### src/cic_defines.svh
`ifndef CIC_DEFINES_SVH
`define CIC_DEFINES_SVH

// ----------------------------------------------------------------------
// register select codes on the byte-wide processor port
// ----------------------------------------------------------------------
`define CIC_SEL_CNT_L     4'h0
`define CIC_SEL_CNT_H     4'h1
`define CIC_SEL_CAP_L     4'h2
`define CIC_SEL_CAP_H     4'h3
`define CIC_SEL_CMPA_L    4'h4
`define CIC_SEL_CMPA_H    4'h5
`define CIC_SEL_CTRL_A    4'h6
`define CIC_SEL_CTRL_B    4'h7
`define CIC_SEL_FLAGS     4'h8
`define CIC_SEL_IRQ_EN    4'h9
`define CIC_SEL_CMP_CS    4'hA

// ----------------------------------------------------------------------
// field positions
// ----------------------------------------------------------------------
`define CIC_A_WGM_MSB     1
`define CIC_A_WGM_LSB     0
`define CIC_B_NF_EN       7
`define CIC_B_EDGE        6
`define CIC_B_WGM_MSB     4
`define CIC_B_WGM_LSB     3
`define CIC_B_CS_MSB      2
`define CIC_B_CS_LSB      0
`define CIC_FLAG_CAP      5
`define CIC_FLAG_OVF      2
`define CIC_ACS_CAPSEL    3

// ----------------------------------------------------------------------
// waveform modes
// ----------------------------------------------------------------------
`define CIC_WGM_NORMAL    4'h0
`define CIC_WGM_PC8       4'h1
`define CIC_WGM_PC9       4'h2
`define CIC_WGM_PC10      4'h3
`define CIC_WGM_CTC_A     4'h4
`define CIC_WGM_FAST8     4'h5
`define CIC_WGM_FAST9     4'h6
`define CIC_WGM_FAST10    4'h7
`define CIC_WGM_PFC_ICR   4'h8
`define CIC_WGM_PFC_A     4'h9
`define CIC_WGM_PC_ICR    4'hA
`define CIC_WGM_PC_A      4'hB
`define CIC_WGM_CTC_ICR   4'hC
`define CIC_WGM_FAST_ICR  4'hE
`define CIC_WGM_FAST_A    4'hF

// ----------------------------------------------------------------------
// counter values, clock sources, prescaler taps, reset values
// ----------------------------------------------------------------------
`define CIC_BOTTOM        16'h0000
`define CIC_ONE           16'h0001
`define CIC_MAX           16'hFFFF
`define CIC_TOP8          16'h00FF
`define CIC_TOP9          16'h01FF
`define CIC_TOP10         16'h03FF
`define CIC_CS_STOP       3'h0
`define CIC_CS_DIV1       3'h1
`define CIC_CS_DIV8       3'h2
`define CIC_CS_DIV64      3'h3
`define CIC_CS_DIV256     3'h4
`define CIC_CS_DIV1024    3'h5
`define CIC_CS_EXT_FALL   3'h6
`define CIC_CS_EXT_RISE   3'h7
`define CIC_PRE_W         10
`define CIC_TAP8          2
`define CIC_TAP64         5
`define CIC_TAP256        7
`define CIC_TAP1024       9
`define CIC_RST8          8'h00
`define CIC_RST16         16'h0000
`define CIC_RST_PRE       10'h000

`endif

### src/cic_pkg.sv
package cic_pkg;

  // ----------------------------------------------------------------------
  // processor access and interrupt acknowledge carriers
  // ----------------------------------------------------------------------
  typedef struct packed {
    logic [3:0] sel;
    logic       rd;
    logic       wr;
    logic [7:0] wdata;
  } cic_cpu_req_t;

  typedef struct packed {
    logic cap;
    logic ovf;
  } cic_irq_ack_t;

  // count direction for dual-slope modes
  typedef enum logic {CIC_UP, CIC_DOWN} cic_dir_t;

endpackage

### src/cic_timer.sv
// Behaviour
// - each tick clears, increments or decrements counter
// - counter low read loads high into latch
// - counter low write loads latch plus byte
// - source select zero stops ticks, access works
// - processor write beats clear or count
// - four-bit mode field sets counting sequence
// - overflow flag set per mode, may interrupt
// - qualifying edge copies counter into capture
// - capture flag set with the copy
// - flag interrupts if enabled; ack or one clears
// - capture low read loads high into latch
// - capture writable only in capture-top modes
// - comparator select uses comparator as trigger
// - filter changes only after four equal samples
// - filter enable in control B, system clock
// - capture-top modes gate off capture events, filter runs on
// - pin driven by own port output captures too
// - bottom, max and top values per mode
`include "cic_defines.svh"

module cic_timer
  import cic_pkg::*;
#(
  parameter int FILT_LEN = 4
) (
  input  logic         clk,
  input  logic         resetn,
  input  cic_cpu_req_t cpu_req,
  output logic [7:0]   cpu_rdata,
  input  logic         capture_pin,
  input  logic         comparator_output,
  input  logic         ext_tick_pin,
  input  cic_irq_ack_t irq_ack,
  output logic         capture_irq,
  output logic         overflow_irq
);

  // ----------------------------------------------------------------------
  // mode decode helpers
  // ----------------------------------------------------------------------

  // modes that take the capture register as top
  function automatic logic icr_is_top(input logic [3:0] m);
    return (m == `CIC_WGM_PFC_ICR) || (m == `CIC_WGM_PC_ICR) ||
           (m == `CIC_WGM_CTC_ICR) || (m == `CIC_WGM_FAST_ICR);
  endfunction

  // up/down counting modes
  function automatic logic is_dual(input logic [3:0] m);
    return (m == `CIC_WGM_PC8) || (m == `CIC_WGM_PC9) || (m == `CIC_WGM_PC10) ||
           (m == `CIC_WGM_PFC_ICR) || (m == `CIC_WGM_PFC_A) ||
           (m == `CIC_WGM_PC_ICR) || (m == `CIC_WGM_PC_A);
  endfunction

  // single-slope modes that wrap at top and flag there
  function automatic logic is_fast(input logic [3:0] m);
    return (m == `CIC_WGM_FAST8) || (m == `CIC_WGM_FAST9) ||
           (m == `CIC_WGM_FAST10) || (m == `CIC_WGM_FAST_ICR) ||
           (m == `CIC_WGM_FAST_A);
  endfunction

  // top value of the count sequence
  function automatic logic [15:0] top_of(input logic [3:0]  m,
                                         input logic [15:0] cmpa,
                                         input logic [15:0] cap);
    case (m)
      `CIC_WGM_PC8, `CIC_WGM_FAST8:                        return `CIC_TOP8;
      `CIC_WGM_PC9, `CIC_WGM_FAST9:                        return `CIC_TOP9;
      `CIC_WGM_PC10, `CIC_WGM_FAST10:                      return `CIC_TOP10;
      `CIC_WGM_CTC_A, `CIC_WGM_PFC_A, `CIC_WGM_PC_A,
      `CIC_WGM_FAST_A:                                     return cmpa;
      `CIC_WGM_PFC_ICR, `CIC_WGM_PC_ICR, `CIC_WGM_CTC_ICR,
      `CIC_WGM_FAST_ICR:                                   return cap;
      default:                                             return `CIC_MAX;
    endcase
  endfunction

  // ----------------------------------------------------------------------
  // state
  // ----------------------------------------------------------------------
  logic [15:0]           count_r;
  logic [15:0]           cnt_nxt;
  cic_dir_t              dir_r;
  cic_dir_t              dir_nxt;
  logic [7:0]            temp_r;
  logic [7:0]            temp_nxt;
  logic [15:0]           capture_r;
  logic [15:0]           cmpa_r;
  logic [7:0]            ctrl_a_r;
  logic [7:0]            ctrl_b_r;
  logic [7:0]            irq_en_r;
  logic [7:0]            acs_r;
  logic                  cap_flag_r;
  logic                  ovf_flag_r;
  logic [`CIC_PRE_W-1:0] pre_r;
  logic [2:0]            pin_s_r;
  logic [2:0]            cmp_s_r;
  logic [2:0]            ext_s_r;
  logic                  pin_lvl_r;
  logic                  cmp_lvl_r;
  logic                  ext_lvl_r;
  logic                  ext_prev_r;
  logic [FILT_LEN-1:0]   samp_r;
  logic                  filt_q_r;
  logic                  filt_prev_r;
  logic                  ovf_set;

  // ----------------------------------------------------------------------
  // processor access decode
  // ----------------------------------------------------------------------
  wire       rd        = cpu_req.rd;
  wire       wr        = cpu_req.wr;
  wire [3:0] sel       = cpu_req.sel;
  wire [7:0] wdata     = cpu_req.wdata;
  wire       wr_cnt_l  = wr && (sel == `CIC_SEL_CNT_L);
  wire       wr_cap_l  = wr && (sel == `CIC_SEL_CAP_L);
  wire       wr_cmpa_l = wr && (sel == `CIC_SEL_CMPA_L);
  wire       wr_high   = wr && ((sel == `CIC_SEL_CNT_H) || (sel == `CIC_SEL_CAP_H) ||
                                (sel == `CIC_SEL_CMPA_H));
  wire       rd_cnt_l  = rd && (sel == `CIC_SEL_CNT_L);
  wire       rd_cap_l  = rd && (sel == `CIC_SEL_CAP_L);
  wire       wr_flags  = wr && (sel == `CIC_SEL_FLAGS);

  // ----------------------------------------------------------------------
  // control fields
  // ----------------------------------------------------------------------
  wire [3:0] wgm      = {ctrl_b_r[`CIC_B_WGM_MSB:`CIC_B_WGM_LSB],
                         ctrl_a_r[`CIC_A_WGM_MSB:`CIC_A_WGM_LSB]};
  wire [2:0] cs       = ctrl_b_r[`CIC_B_CS_MSB:`CIC_B_CS_LSB];
  wire       nf_en    = ctrl_b_r[`CIC_B_NF_EN];
  wire       edge_up  = ctrl_b_r[`CIC_B_EDGE];
  wire       cap_sel  = acs_r[`CIC_ACS_CAPSEL];
  wire       icr_top  = icr_is_top(wgm);
  wire [15:0] top_val = top_of(wgm, cmpa_r, capture_r);

  // ----------------------------------------------------------------------
  // timer tick: prescaler taps or synchronised external pin
  // ----------------------------------------------------------------------
  wire ext_rise = ext_lvl_r & ~ext_prev_r;
  wire ext_fall = ~ext_lvl_r & ext_prev_r;
  wire tick = ((cs == `CIC_CS_DIV1)) |
              ((cs == `CIC_CS_DIV8)     & (&pre_r[`CIC_TAP8:0])) |
              ((cs == `CIC_CS_DIV64)    & (&pre_r[`CIC_TAP64:0])) |
              ((cs == `CIC_CS_DIV256)   & (&pre_r[`CIC_TAP256:0])) |
              ((cs == `CIC_CS_DIV1024)  & (&pre_r[`CIC_TAP1024:0])) |
              ((cs == `CIC_CS_EXT_FALL) & ext_fall) |
              ((cs == `CIC_CS_EXT_RISE) & ext_rise);

  // free-running prescaler
  always_ff @(posedge clk) begin
    if (!resetn) pre_r <= `CIC_RST_PRE;
    else         pre_r <= pre_r + {{(`CIC_PRE_W-1){1'b0}}, 1'b1};
  end

  // ----------------------------------------------------------------------
  // counter next value and overflow point
  // ----------------------------------------------------------------------
  always_comb begin
    cnt_nxt = count_r;
    dir_nxt = dir_r;
    ovf_set = 1'b0;
    if (wr_cnt_l) begin
      cnt_nxt = {temp_r, wdata};
    end else if (tick) begin
      if (is_dual(wgm)) begin
        if (dir_r == CIC_UP) begin
          if (count_r == top_val) begin
            dir_nxt = CIC_DOWN;
            cnt_nxt = count_r - `CIC_ONE;
          end else begin
            cnt_nxt = count_r + `CIC_ONE;
          end
        end else begin
          if (count_r == `CIC_BOTTOM) begin
            dir_nxt = CIC_UP;
            cnt_nxt = `CIC_ONE;
          end else begin
            cnt_nxt = count_r - `CIC_ONE;
            if (count_r == `CIC_ONE) begin
              dir_nxt = CIC_UP;
              ovf_set = 1'b1;
            end
          end
        end
      end else if (is_fast(wgm)) begin
        cnt_nxt = (count_r == top_val) ? `CIC_BOTTOM : count_r + `CIC_ONE;
        ovf_set = (count_r == top_val);
      end else begin
        cnt_nxt = ((wgm != `CIC_WGM_NORMAL) && (count_r == top_val)) ?
                  `CIC_BOTTOM : count_r + `CIC_ONE;
        ovf_set = (count_r == `CIC_MAX);
      end
    end
  end

  // counter and direction registers
  always_ff @(posedge clk) begin
    if (!resetn) begin
      count_r <= `CIC_RST16;
      dir_r   <= CIC_UP;
    end else begin
      count_r <= cnt_nxt;
      dir_r   <= dir_nxt;
    end
  end

  // ----------------------------------------------------------------------
  // shared high-byte latch
  // ----------------------------------------------------------------------
  assign temp_nxt = rd_cnt_l ? count_r[15:8] :
                    rd_cap_l ? capture_r[15:8] :
                    wr_high  ? wdata : temp_r;

  always_ff @(posedge clk) begin
    if (!resetn) temp_r <= `CIC_RST8;
    else         temp_r <= temp_nxt;
  end

  // ----------------------------------------------------------------------
  // capture source: synchronise, qualify, select, filter, edge detect
  // ----------------------------------------------------------------------
  always_ff @(posedge clk) begin
    if (!resetn) begin
      pin_s_r <= 3'h0;
      cmp_s_r <= 3'h0;
      ext_s_r <= 3'h0;
    end else begin
      pin_s_r <= {pin_s_r[1:0], capture_pin};
      cmp_s_r <= {cmp_s_r[1:0], comparator_output};
      ext_s_r <= {ext_s_r[1:0], ext_tick_pin};
    end
  end

  // a level is taken once the second and third stages agree
  always_ff @(posedge clk) begin
    if (!resetn) begin
      pin_lvl_r  <= 1'b0;
      cmp_lvl_r  <= 1'b0;
      ext_lvl_r  <= 1'b0;
      ext_prev_r <= 1'b0;
    end else begin
      pin_lvl_r  <= (pin_s_r[1] == pin_s_r[2]) ? pin_s_r[2] : pin_lvl_r;
      cmp_lvl_r  <= (cmp_s_r[1] == cmp_s_r[2]) ? cmp_s_r[2] : cmp_lvl_r;
      ext_lvl_r  <= (ext_s_r[1] == ext_s_r[2]) ? ext_s_r[2] : ext_lvl_r;
      ext_prev_r <= ext_lvl_r;
    end
  end

  wire src_lvl  = cap_sel ? cmp_lvl_r : pin_lvl_r;
  wire all_one  = (samp_r == {FILT_LEN{1'b1}});
  wire all_zero = (samp_r == {FILT_LEN{1'b0}});
  wire filt_d   = !nf_en ? src_lvl :
                  all_one ? 1'b1 : all_zero ? 1'b0 : filt_q_r;

  // noise filter on the system clock, not the prescaler
  always_ff @(posedge clk) begin
    if (!resetn) begin
      samp_r      <= {FILT_LEN{1'b0}};
      filt_q_r    <= 1'b0;
      filt_prev_r <= 1'b0;
    end else begin
      samp_r      <= {samp_r[FILT_LEN-2:0], src_lvl};
      filt_q_r    <= filt_d;
      filt_prev_r <= filt_q_r;
    end
  end

  // edge detector, gated off in capture-top modes
  wire rise_seen = filt_q_r & ~filt_prev_r;
  wire fall_seen = ~filt_q_r & filt_prev_r;
  wire cap_event = !icr_top && (edge_up ? rise_seen : fall_seen);

  // ----------------------------------------------------------------------
  // capture and compare registers
  // ----------------------------------------------------------------------
  always_ff @(posedge clk) begin
    if (!resetn) begin
      capture_r <= `CIC_RST16;
      cmpa_r    <= `CIC_RST16;
    end else begin
      if (wr_cap_l && icr_top) capture_r <= {temp_r, wdata};
      else if (cap_event)      capture_r <= count_r;
      if (wr_cmpa_l)           cmpa_r    <= {temp_r, wdata};
    end
  end

  // ----------------------------------------------------------------------
  // control registers
  // ----------------------------------------------------------------------
  always_ff @(posedge clk) begin
    if (!resetn) begin
      ctrl_a_r <= `CIC_RST8;
      ctrl_b_r <= `CIC_RST8;
      irq_en_r <= `CIC_RST8;
      acs_r    <= `CIC_RST8;
    end else if (wr) begin
      if (sel == `CIC_SEL_CTRL_A) ctrl_a_r <= wdata;
      if (sel == `CIC_SEL_CTRL_B) ctrl_b_r <= wdata;
      if (sel == `CIC_SEL_IRQ_EN) irq_en_r <= wdata;
      if (sel == `CIC_SEL_CMP_CS) acs_r    <= wdata;
    end
  end

  // ----------------------------------------------------------------------
  // flags and interrupt requests; a set beats a clear
  // ----------------------------------------------------------------------
  wire cap_clr = irq_ack.cap | (wr_flags & wdata[`CIC_FLAG_CAP]);
  wire ovf_clr = irq_ack.ovf | (wr_flags & wdata[`CIC_FLAG_OVF]);

  always_ff @(posedge clk) begin
    if (!resetn) begin
      cap_flag_r   <= 1'b0;
      ovf_flag_r   <= 1'b0;
      capture_irq  <= 1'b0;
      overflow_irq <= 1'b0;
    end else begin
      cap_flag_r   <= cap_event | (cap_flag_r & ~cap_clr);
      ovf_flag_r   <= ovf_set | (ovf_flag_r & ~ovf_clr);
      capture_irq  <= cap_flag_r & irq_en_r[`CIC_FLAG_CAP];
      overflow_irq <= ovf_flag_r & irq_en_r[`CIC_FLAG_OVF];
    end
  end

  // ----------------------------------------------------------------------
  // read data path
  // ----------------------------------------------------------------------
  wire [7:0] flags_rd = {2'b00, cap_flag_r, 2'b00, ovf_flag_r, 2'b00};
  wire [7:0] rd_mux =
    (sel == `CIC_SEL_CNT_L)  ? count_r[7:0] :
    (sel == `CIC_SEL_CNT_H)  ? temp_r :
    (sel == `CIC_SEL_CAP_L)  ? capture_r[7:0] :
    (sel == `CIC_SEL_CAP_H)  ? temp_r :
    (sel == `CIC_SEL_CMPA_L) ? cmpa_r[7:0] :
    (sel == `CIC_SEL_CMPA_H) ? cmpa_r[15:8] :
    (sel == `CIC_SEL_CTRL_A) ? ctrl_a_r :
    (sel == `CIC_SEL_CTRL_B) ? ctrl_b_r :
    (sel == `CIC_SEL_FLAGS)  ? flags_rd :
    (sel == `CIC_SEL_IRQ_EN) ? irq_en_r :
    (sel == `CIC_SEL_CMP_CS) ? acs_r : `CIC_RST8;

  always_ff @(posedge clk) begin
    if (!resetn)  cpu_rdata <= `CIC_RST8;
    else if (rd)  cpu_rdata <= rd_mux;
  end
endmodule // cic_timer

### config.mk
export PLATFORM = sky130hd
export DESIGN_NAME = cic_timer
export DESIGN_NICKNAME = d
export VERILOG_FILES = /design/src/cic_pkg.sv /design/src/cic_timer.sv
export VERILOG_INCLUDE_DIRS = /design/src /design/src/src
export SDC_FILE = /design/constraint.sdc
export NUM_CORES = 1
export LEC_CHECK = 0
export BUFFER_PORTS_ARGS = -buffer_cell sky130_fd_sc_hd__buf_2
export CELL_PAD_IN_SITES_DETAIL_PLACEMENT = 0
export CELL_PAD_IN_SITES_GLOBAL_PLACEMENT = 1
export CORE_UTILIZATION = 47
export DETAILED_ROUTE_END_ITERATION = 7
export PLACE_DENSITY_LB_ADDON = 0.1
export SLEW_MARGIN = 25
export SYNTH_ARGS = -nofsm -noshare
export SYNTH_HDL_FRONTEND = slang
export SYNTH_SLANG_ARGS = --single-unit
### constraint.sdc
create_clock -name clk -period 4.02 [get_ports clk]
set_clock_uncertainty 0.1 [all_clocks]
set_input_delay 0.603 -clock clk [delete_from_list [all_inputs] [get_ports clk]]
set_output_delay 0.603 -clock clk [all_outputs]
set_load 0.1 [all_outputs]
# ---- Yosys cells after proc, flatten, opt, wreduce, memory -nomap -nowiden
# Cells that the tools add are included.
dict set report classes {
  addsub 3
  eq_ne 39
  mux 42
  n_bitwise 33
  reduce_logical 47
}
# operator n
set ops {}
lappend ops {{16-bit 2-to-1 mux} 11}
lappend ops {{8-bit 2-to-1 mux} 14}
lappend ops {{16-bit case mux with 5 select lines} 1}
lappend ops {{4-bit == test (second input constant)} 11}
lappend ops {{4-bit by 3-bit == test with 1-bit output (second input constant)} 8}
lappend ops {{16-bit by 1-bit adder with 16-bit output (second input constant)} 1}
lappend ops {{1-bit bitwise AND} 16}
lappend ops {{16-bit by 1-bit == test with 1-bit output (second input constant)} 1}
lappend ops {{16-bit == test} 1}
lappend ops {{16-bit == test (second input constant)} 1}
lappend ops {{4-bit by 2-bit == test with 1-bit output (second input constant)} 4}
lappend ops {{16-bit zero test} 1}
lappend ops {{1-bit 2-to-1 mux} 16}
lappend ops {{16-bit by 1-bit subtractor with 16-bit output (second input constant)} 1}
lappend ops {{1-bit logical OR} 15}
lappend ops {{3-bit == test (second input constant)} 4}
lappend ops {{10-bit by 1-bit adder with 10-bit output (second input constant)} 1}
lappend ops {{1-bit logical AND} 10}
lappend ops {{1-bit OR} 10}
lappend ops {{10-bit AND reduction} 1}
lappend ops {{4-bit by 1-bit == test with 1-bit output (second input constant)} 2}
lappend ops {{4-bit zero test} 2}
lappend ops {{2-bit AND reduction} 4}
lappend ops {{8-bit AND reduction} 1}
lappend ops {{13 further kinds} 27}
dict set report word_totals {
  ff_bits 130
  inputBits 21
  word_cells 189
}

# ---- Longest topological paths before layout
# Gate-level depths: netlist of run 1.
dict set report depth {
  word_depth 12
  depth_mapped 14
}

# ---- Worst setup path after synthesis of run 1
# No wires, ideal clock.
dict set report synth_timing {
  kind {register to register}
  from {register ctrl_a_r[0]}
  to {register count_r[2]}
  setup_ps 86
  arrival_ps 3050
  required_time_ps 3834
  slack_ps 785
  stages_incl_launch_ff 12
  period_less_slack_ps 3235
  cell_sequence {dfxtp_1 > buf_6 > or4b_4 > o21ai_1 > a21oi_1 > or2_1 > or4_1 > or3_1 > buf_6 > buf_6 > or4_1 > a211oi_1}
}
dict set report synth_via {
  elab_chain_cells 10
}
# element line_no
set synth_lines {}
lappend synth_lines {{from (decl)} cic_timer.sv:90} ;# logic [7:0] ctrl_a_r;
lappend synth_lines {{from (signal assigned)} cic_timer.sv:293} ;# ctrl_a_r <= `CIC_RST8;
lappend synth_lines {{from (signal assigned)} cic_timer.sv:298} ;# if (sel == `CIC_SEL_CTRL_A) ctrl_a_r <= wdata;
lappend synth_lines {{4-bit == test, or another cell as far along} cic_timer.sv:67} ;# case (m)
lappend synth_lines {{4-bit OR reduction, or another cell as far along} cic_timer.sv:67}
lappend synth_lines {{16-bit case mux with 5 select lines / 1-bit logical OR (equally long branches)} {cic_timer.sv:67, cic_timer.sv:51}}
lappend synth_lines {{16-bit == test / 1-bit logical OR (equally long branches)} n/a}
lappend synth_lines {{1-bit logical AND / 1-bit logical OR (equally long branches)} {cic_timer.sv:190, cic_timer.sv:51}}
lappend synth_lines {{16-bit 2-to-1 mux (no line) / 1-bit logical OR (equally long branches)} n/a}
lappend synth_lines {{16-bit 2-to-1 mux / 1-bit logical OR (equally long branches)} {cic_timer.sv:186, cic_timer.sv:51}}
lappend synth_lines {{16-bit 2-to-1 mux (*)} cic_timer.sv:166} ;# if (is_dual(wgm)) begin
lappend synth_lines {{16-bit 2-to-1 mux (*)} cic_timer.sv:165} ;# end else if (tick) begin
lappend synth_lines {{16-bit 2-to-1 mux (*)} cic_timer.sv:163} ;# if (wr_cnt_l) begin
lappend synth_lines {{to (signal assigned)} cic_timer.sv:200} ;# count_r <= `CIC_RST16;
lappend synth_lines {{to (signal assigned)} cic_timer.sv:203} ;# count_r <= cnt_nxt;
lappend synth_lines {{to (decl)} cic_timer.sv:82} ;# logic [15:0] count_r;
# Mark *: on every way between the ends. The rest lies on a longest branch, timed or not. The select of a mux whose other input is x is not followed.
# A chain may end at the register's enable or synchronous reset.

# ---- Worst setup path after layout of run 1
dict set report layout_timing {
  from {register ctrl_b_r[3]}
  to {register count_r[3]}
}
dict set report layout_via {
  elab_chain_cells 10
}
# element line_no
set layout_lines {}
lappend layout_lines {{from (decl)} cic_timer.sv:91} ;# logic [7:0] ctrl_b_r;
lappend layout_lines {{from (signal assigned)} cic_timer.sv:294} ;# ctrl_b_r <= `CIC_RST8;
lappend layout_lines {{from (signal assigned)} cic_timer.sv:299} ;# if (sel == `CIC_SEL_CTRL_B) ctrl_b_r <= wdata;
lappend layout_lines {{4-bit == test, or another cell as far along} cic_timer.sv:67}
lappend layout_lines {{4-bit OR reduction, or another cell as far along} cic_timer.sv:67}
lappend layout_lines {{16-bit case mux with 5 select lines / 1-bit logical OR (equally long branches)} {cic_timer.sv:67, cic_timer.sv:51}}
lappend layout_lines {{16-bit == test / 1-bit logical OR (equally long branches)} n/a}
lappend layout_lines {{1-bit logical AND / 1-bit logical OR (equally long branches)} {cic_timer.sv:190, cic_timer.sv:51}}
lappend layout_lines {{16-bit 2-to-1 mux (no line) / 1-bit logical OR (equally long branches)} n/a}
lappend layout_lines {{16-bit 2-to-1 mux / 1-bit logical OR (equally long branches)} {cic_timer.sv:186, cic_timer.sv:51}}
lappend layout_lines {{16-bit 2-to-1 mux (*)} cic_timer.sv:166}
lappend layout_lines {{16-bit 2-to-1 mux (*)} cic_timer.sv:165}
lappend layout_lines {{16-bit 2-to-1 mux (*)} cic_timer.sv:163}
# Marks and branches as above.

==> results_dict.tcl, run 1 <==
set metrics [dict create \
    r2r-end "count_r[3]" \
    crit_start "ctrl_b_r[3]" \
    ir_drop_uv 333 \
    synth_flop_cell "dfxtp_1" \
    finalHoldViolations 0 \
    ff2ff_setup_slack_ns 0.39 \
    dp_cells 1226 \
    ys_ff_latch 130 \
    path_max_fanout 12 \
    status "completed" \
    viasPerCell 6.30 \
    remaining_drc_errors 0 \
    fin_crit_sh 0.904 \
    syn_area_per_cell_um2 7.65 \
    path_cells "buf_4 -> or4b_4 -> o21ai_1 -> a21oi_1 -> or2_1 -> or4_1 -> or3_1 -> buf_4 -> mux2i_1 -> mux2i_1 -> a211o_1" \
    gr-total-overflow 0 \
    r2r_start "ctrl_b_r[3]" \
    dr_total_vias 7921 \
    arrival_ns 3.85 \
    rsz0062_at_grt "false" \
    htree_levels 4 \
    fin_nets 1055 \
    synthesis.nets 1049 \
    wl_per_cell_um 22.3 \
    die_h_um 131 \
    r2r_cells 11 \
    grt_max_degree 55 \
    cp_slowest_cell "or3_1" \
    synth_edf_count 0 \
    required_ns 4.24 \
    whs_endpoint "pin_s_r[0]" \
    cts_hold_buf 0 \
    max_stage_delay_ns 0.58 \
    p_leak_nw 3.24 \
    async_reset_ff_frac 0 \
    worstHoldStart "capture_pin" \
    finalPower_mw 3.22 \
    max_slew_margin 0.367 \
    cts_max_path_buffers 2 \
    antenna_left 0 \
    max_slew.worst_pin.slew_ns 0.946 \
    cts_root_buf "clkbuf_16" \
    whs_ns 0.275 \
    area_growth_pct 12.7 \
    dp_hpwl_um 20000 \
    grt_pass1_vias 7063 \
    maxCapViolations 0 \
    grtUsageTotal 0.340 \
    layout_common_cells "dfxtp_1 (130), nand2_1 (113), nor2_1 (105)" \
    stdcell_count 1258 \
    powerDensity_nw_per_um2 365 \
    syn-instance-count 1023 \
    cts_setup_buffers 0 \
    cts_tree "yes" \
    end_kind "flip-flop" \
    hold_class "input pin to flip-flop" \
    start_kind "flip-flop" \
    grt_pass1_wl_um 42800 \
    timing.fmax_mhz 275 \
    io_buffer_count 30 \
    cts_resized 0 \
    dieArea_um2 17200 \
    rows 46 \
    fin_tns_setup_ns 0 \
    core_area_um2 16100 \
    cts.reportedPaths.clkPinSlew_ns 0.07 \
    die-width_um 131 \
    drive_gt1_frac 0.121 \
    place_congestion 0.965 \
    drt_iter0_drc 907 \
    insertion_delay_ns 0.43 \
    syn_area_um2 7830 \
    wl_um 28100 \
    cts.sinks 130 \
    setup_viol 0 \
    critPathKind "flip-flop to flip-flop" \
    initial_utilization 0.488 \
    yosysWarnings 0 \
    antennaDiodeCount 0 \
    hold_depth 2 \
    min_period_ns 3.63 \
    drtPass1Iterations 7 \
    io_pins 31 \
    ys_types 69 \
    antenna_found_initial 0 \
    cts_made_buffers 17 \
    slew_viol_final 0 \
    final_common_cell "dfxtp_1" \
    yosysSeqAreaShare 0.332 \
]
## routing by layer
layer,up-vias,wire length (µm),share of wire,global-route usage
met4,0,1010,0.036,0.147
met2,395,12200,0.43,0.508
met3,71,2550,0.091,0.0653
li1,3731,-,-,-
met1,3724,12300,0.44,0.474
met5,-,0,0,0
## power by group
part           total (mW)  switching [mW]  internal, mW  leakage, nW
Sequential           1.33          0.0234          1.31         1.05
Clock                1.60           0.701         0.896        0.297
Combinational       0.293           0.206        0.0862         1.90
Total                3.22           0.930          2.29         3.24
## layout make-up
type / count / area [µm²]
Sequential cell: 130 / 2600
Inverter: 28 / 106
Fill cell: 1524 / 7230
Clock inverter: 15 / 181
Tap cell: 216 / 270
Timing Repair Buffer: 72 / 465
Clock buffer: 17 / 425
Multi-Input combinational cell: 780 / 4770
## worst max-delay path by stage
stage	to	slack [ns]	cells after the start
after floorplan	count_r[2]	0.78	11
after global placement	count_r[3]	0.49	11
after detailed placement	count_r[3]	0.46	11
after CTS	count_r[3]	0.42	11
after global routing	count_r[2]	0.25	10
final	count_r[3]	0.39	11
## flip-flops by register name (all words and copies together), names as in the netlist, 3 cells and up
register and flops:
ext_s_r 3, cmp_s_r 3, count_r 16, samp_r 4
ctrl_a_r 8, irq_en_r 8, temp_r 8, capture_r 16
acs_r 8, ctrl_b_r 8, cmpa_r 16, pin_s_r 3
pre_r 10, cpu_rdata 8
## through the flow
| step | area, µm² | utilization | setup slack (ns) |
|---|---|---|---|
| after floorplan | 7830 | - | 0.785 |
| after global placement | 8220 | 0.512 | 0.491 |
| after detailed placement | 8220 | 0.512 | 0.465 |
| after CTS | 8830 | 0.550 | 0.423 |
| after global routing | 8830 | 0.550 | 0.249 |
| final | 8830 | 0.550 | 0.387 |
## synthesized netlist by cell type, drive strengths merged (4+ instances only)
| cell | n | area [µm²] |
|---|---|---|
| a211oi | 16 | 120 |
| a22oi | 30 | 225 |
| o31ai | 8 | 60.1 |
| o2111ai | 4 | 35.0 |
| or2 | 5 | 31.3 |
| dfxtp | 130 | 2600 |
| mux2i | 47 | 470 |
| ha | 5 | 62.6 |
| a311oi | 7 | 61.3 |
| mux2 | 8 | 90.1 |
| buf | 20 | 109 |
| o22a | 5 | 43.8 |
| clkbuf | 65 | 244 |
| nand4 | 6 | 37.5 |
| nor2 | 105 | 394 |
| or4 | 8 | 60.1 |
| o21ai | 43 | 215 |
| xor2 | 11 | 96.3 |
| a221oi | 6 | 52.6 |
| a211o | 6 | 52.6 |
| a31oi | 17 | 106 |
| and3 | 19 | 119 |
| o211ai | 9 | 67.6 |
| nand2 | 113 | 424 |
| a22o | 8 | 70.1 |
| and2 | 21 | 131 |
| or3 | 11 | 68.8 |
| nand3 | 27 | 135 |
| inv | 26 | 97.6 |
| a21oi | 87 | 435 |
| o22ai | 11 | 68.8 |
| nor4 | 6 | 37.5 |
| xnor2 | 18 | 158 |
| o221ai | 11 | 96.3 |
| nor2b | 20 | 125 |
| nand2b | 24 | 150 |
| nor3 | 19 | 95.1 |
## critical path: cells and delay by family (launching register included)
family                 cells  cell delay [ns]
AOI/OAI and AO/OA          3             0.49
buffers and inverters      2             0.46
DFF                        1             0.34
muxes                      2             0.29
and+or+nand+nor            4             1.86
## kinds of logic (layout without fill, tap and decap cells)
group	Yosys count	after routing	share of synthesized area
adder cells (fa/ha/maj)	5	5	0.00799
flip-flops	130	130	0.332
multiplexers	55	55	0.0716
AND/OR/NAND/NOR	398	398	0.249
AO/OA/AOI/OAI	293	293	0.248
XOR/XNOR	29	29	0.0324
buffers and inverters	113	132	0.0585
Power figures use the tool's default switching activity.
==> inputs of run 2 (changes only) <==
clock period = 3.4 ns   (was 4.02 ns; I/O delays follow)
==> run 2 against run 1 <==
Net effect:
- sequential power increased by 18%
- register-to-register slack lost 0.28 ns
- via count increased by 1.8%
- critical endpoint is now count_r[2]
- die area did not move
- critical path depth fell by 2
- power increased by 18%
- global-route usage is 1.3 points higher
- hold slack worse by 0.098 ns
==> results_dict.tcl, run 2 (synthesis gave the netlist of run 1 again) <==
set metrics [dict create \
    start_kind "flip-flop" \
    grtUsageTotal 0.353 \
    finalPower_mw 3.81 \
    hold_depth 2 \
    r2r-end "count_r[2]" \
    required_ns 3.65 \
    min_period_ns 3.30 \
    grt_max_degree 70 \
    ff2ff_setup_slack_ns 0.10 \
    cts_root_buf "clkbuf_16" \
    dp_cells 1257 \
    fin_crit_sh 0.970 \
    endpoint "count_r[2]" \
    wl_per_cell_um 22.4 \
    drive_gt1_frac 0.156 \
    die-width_um 131 \
    antenna_found_initial 0 \
    fin_area_um2 9100 \
    layout_common_cells "dfxtp_1 (127), nand2_1 (113), nor2_1 (104)" \
    end_kind "flip-flop" \
    dr_total_vias 8065 \
    rsz0062_at_grt "false" \
    antenna_left 0 \
    finalHoldViolations 0 \
    worstHoldStart "capture_pin" \
    core_area_um2 16100 \
    crit_start "ctrl_a_r[0]" \
    cts_setup_buffers 0 \
    max_slew_margin 0.500 \
    stdcell_count 1289 \
    combPwrFrac 0.094 \
    placed_area_um2 8450 \
    area_growth_pct 16.3 \
    ir_drop_uv 448 \
    cts.reportedPaths.clkPinSlew_ns 0.07 \
    cp_top_family "simple AND/OR/NAND/NOR gates" \
    htree_levels 4 \
    r2r_start "ctrl_a_r[0]" \
    io_buffer_count 30 \
    fin_nets 1086 \
    cts_tree "yes" \
    drt_iter0_drc 1149 \
    max_slew.worst_pin.slew_ns 0.750 \
    viasPerCell 6.26 \
    place_ws_ns 0.0513 \
    p_seq_frac 0.413 \
    cp_slowest_cell "or4b_4" \
    rows 46 \
    reg_top3 "capture_r: 16 flops, cmpa_r: 16 flops, count_r: 16 flops" \
    final_common_cell "dfxtp_1" \
    die_h_um 131 \
    internal_power_mw 2.65 \
    fin_tns_setup_ns 0 \
    critical_path_buf_inv_count 1 \
    critPathKind "flip-flop to flip-flop" \
    status "completed" \
    r2r_cells 9 \
    cts_max_path_buffers 2 \
    io_pins 31 \
    place_congestion 0.966 \
    cts.sinks 130 \
    arrival_ns 3.55 \
    path_max_fanout 5 \
    wl_um 28800 \
    p_sw_frac 0.303 \
    hold_class "input pin to flip-flop" \
    insertion_delay_ns 0.44 \
    timing.final.ws_setup_ns 0.102 \
    powerDensity_nw_per_um2 418 \
    cts_resized 0 \
    p_clk_frac 0.493 \
    maxCapViolations 0 \
    cts_made_buffers 17 \
    remaining_drc_errors 0 \
    grt_pass1_wl_um 44300 \
    antennaDiodeCount 0 \
    cp.depth 9 \
    setup_viol 0 \
    slew_viol_final 0 \
    cts_hold_buf 0 \
    max_stage_delay_ns 0.56 \
    timing.fmax_mhz 303 \
    p_leak_nw 3.40 \
    path_cells "or4b_4 -> o21ai_1 -> a21oi_1 -> or2_1 -> or4_1 -> or3_4 -> buf_4 -> or4_1 -> a211oi_1" \
    critPathMostFrequentCell "or4_1" \
    gr-total-overflow 0 \
    grt_pass1_vias 7380 \
    initial_utilization 0.488 \
    netSwitchingPower_mw 1.16 \
    dieArea_um2 17200 \
    drtPass1Iterations 5 \
    dp_hpwl_um 20100 \
]
[run 2: changes by cell type in the layout (fill, tap and decap cells not counted), moves of 2 or more]
cell	previous run	this run
dfxtp_1	130	127
buf_6	0	3
clkinv_8	2	5
buf_4	42	70
a31oi_2	0	2
inv_6	5	2
a31oi_1	17	15
dfxtp_2	0	3
[run 2: power groups by stage]
stage          Sequential [mW]  Combinational [mW]  Clock (mW)
3_5_place_dp              1.61               0.349           0
3_3_place_gp              1.61               0.350           0
6_report                  1.57               0.358        1.88
2_1_floorplan             1.63               0.203           0
5_1_grt                   1.58               0.383        1.95
4_1_cts                   1.57               0.351        1.89
[run 2: final cells by class]
class	instances	area, µm²
tap	216	270
inverter	28	106
sequential	130	2610
fill	1513	6950
clock inverter	15	183
clock buffer	17	425
timing repair buffer	103	709
multi-input combinational	780	4800
[run 2: worst min-delay path by stage]
stage | endpoint
finish | pin_s_r[0]
global route | cmp_s_r[0]
global placement | ext_s_r[1]
detailed placement | ext_s_r[1]
CTS | pin_s_r[0]
floorplan | cmp_s_r[1]
[run 2: through the flow]
stage                     hold slack [ns]   util
after floorplan                     0.312      -
after global placement              0.313  0.526
after detailed placement            0.321  0.526
after CTS                           0.173  0.564
after global routing                0.175  0.567
final                               0.177  0.567
[run 2: per-layer routing]
metal / up-vias / track usage / share of wire / wire (µm)
li1: 3789 / - / - / -
met1: 3762 / 0.482 / 0.43 / 12500
met2: 440 / 0.532 / 0.44 / 12600
met3: 74 / 0.0621 / 0.089 / 2570
met4: 0 / 0.183 / 0.042 / 1200
met5: - / 0 / 0 / 0
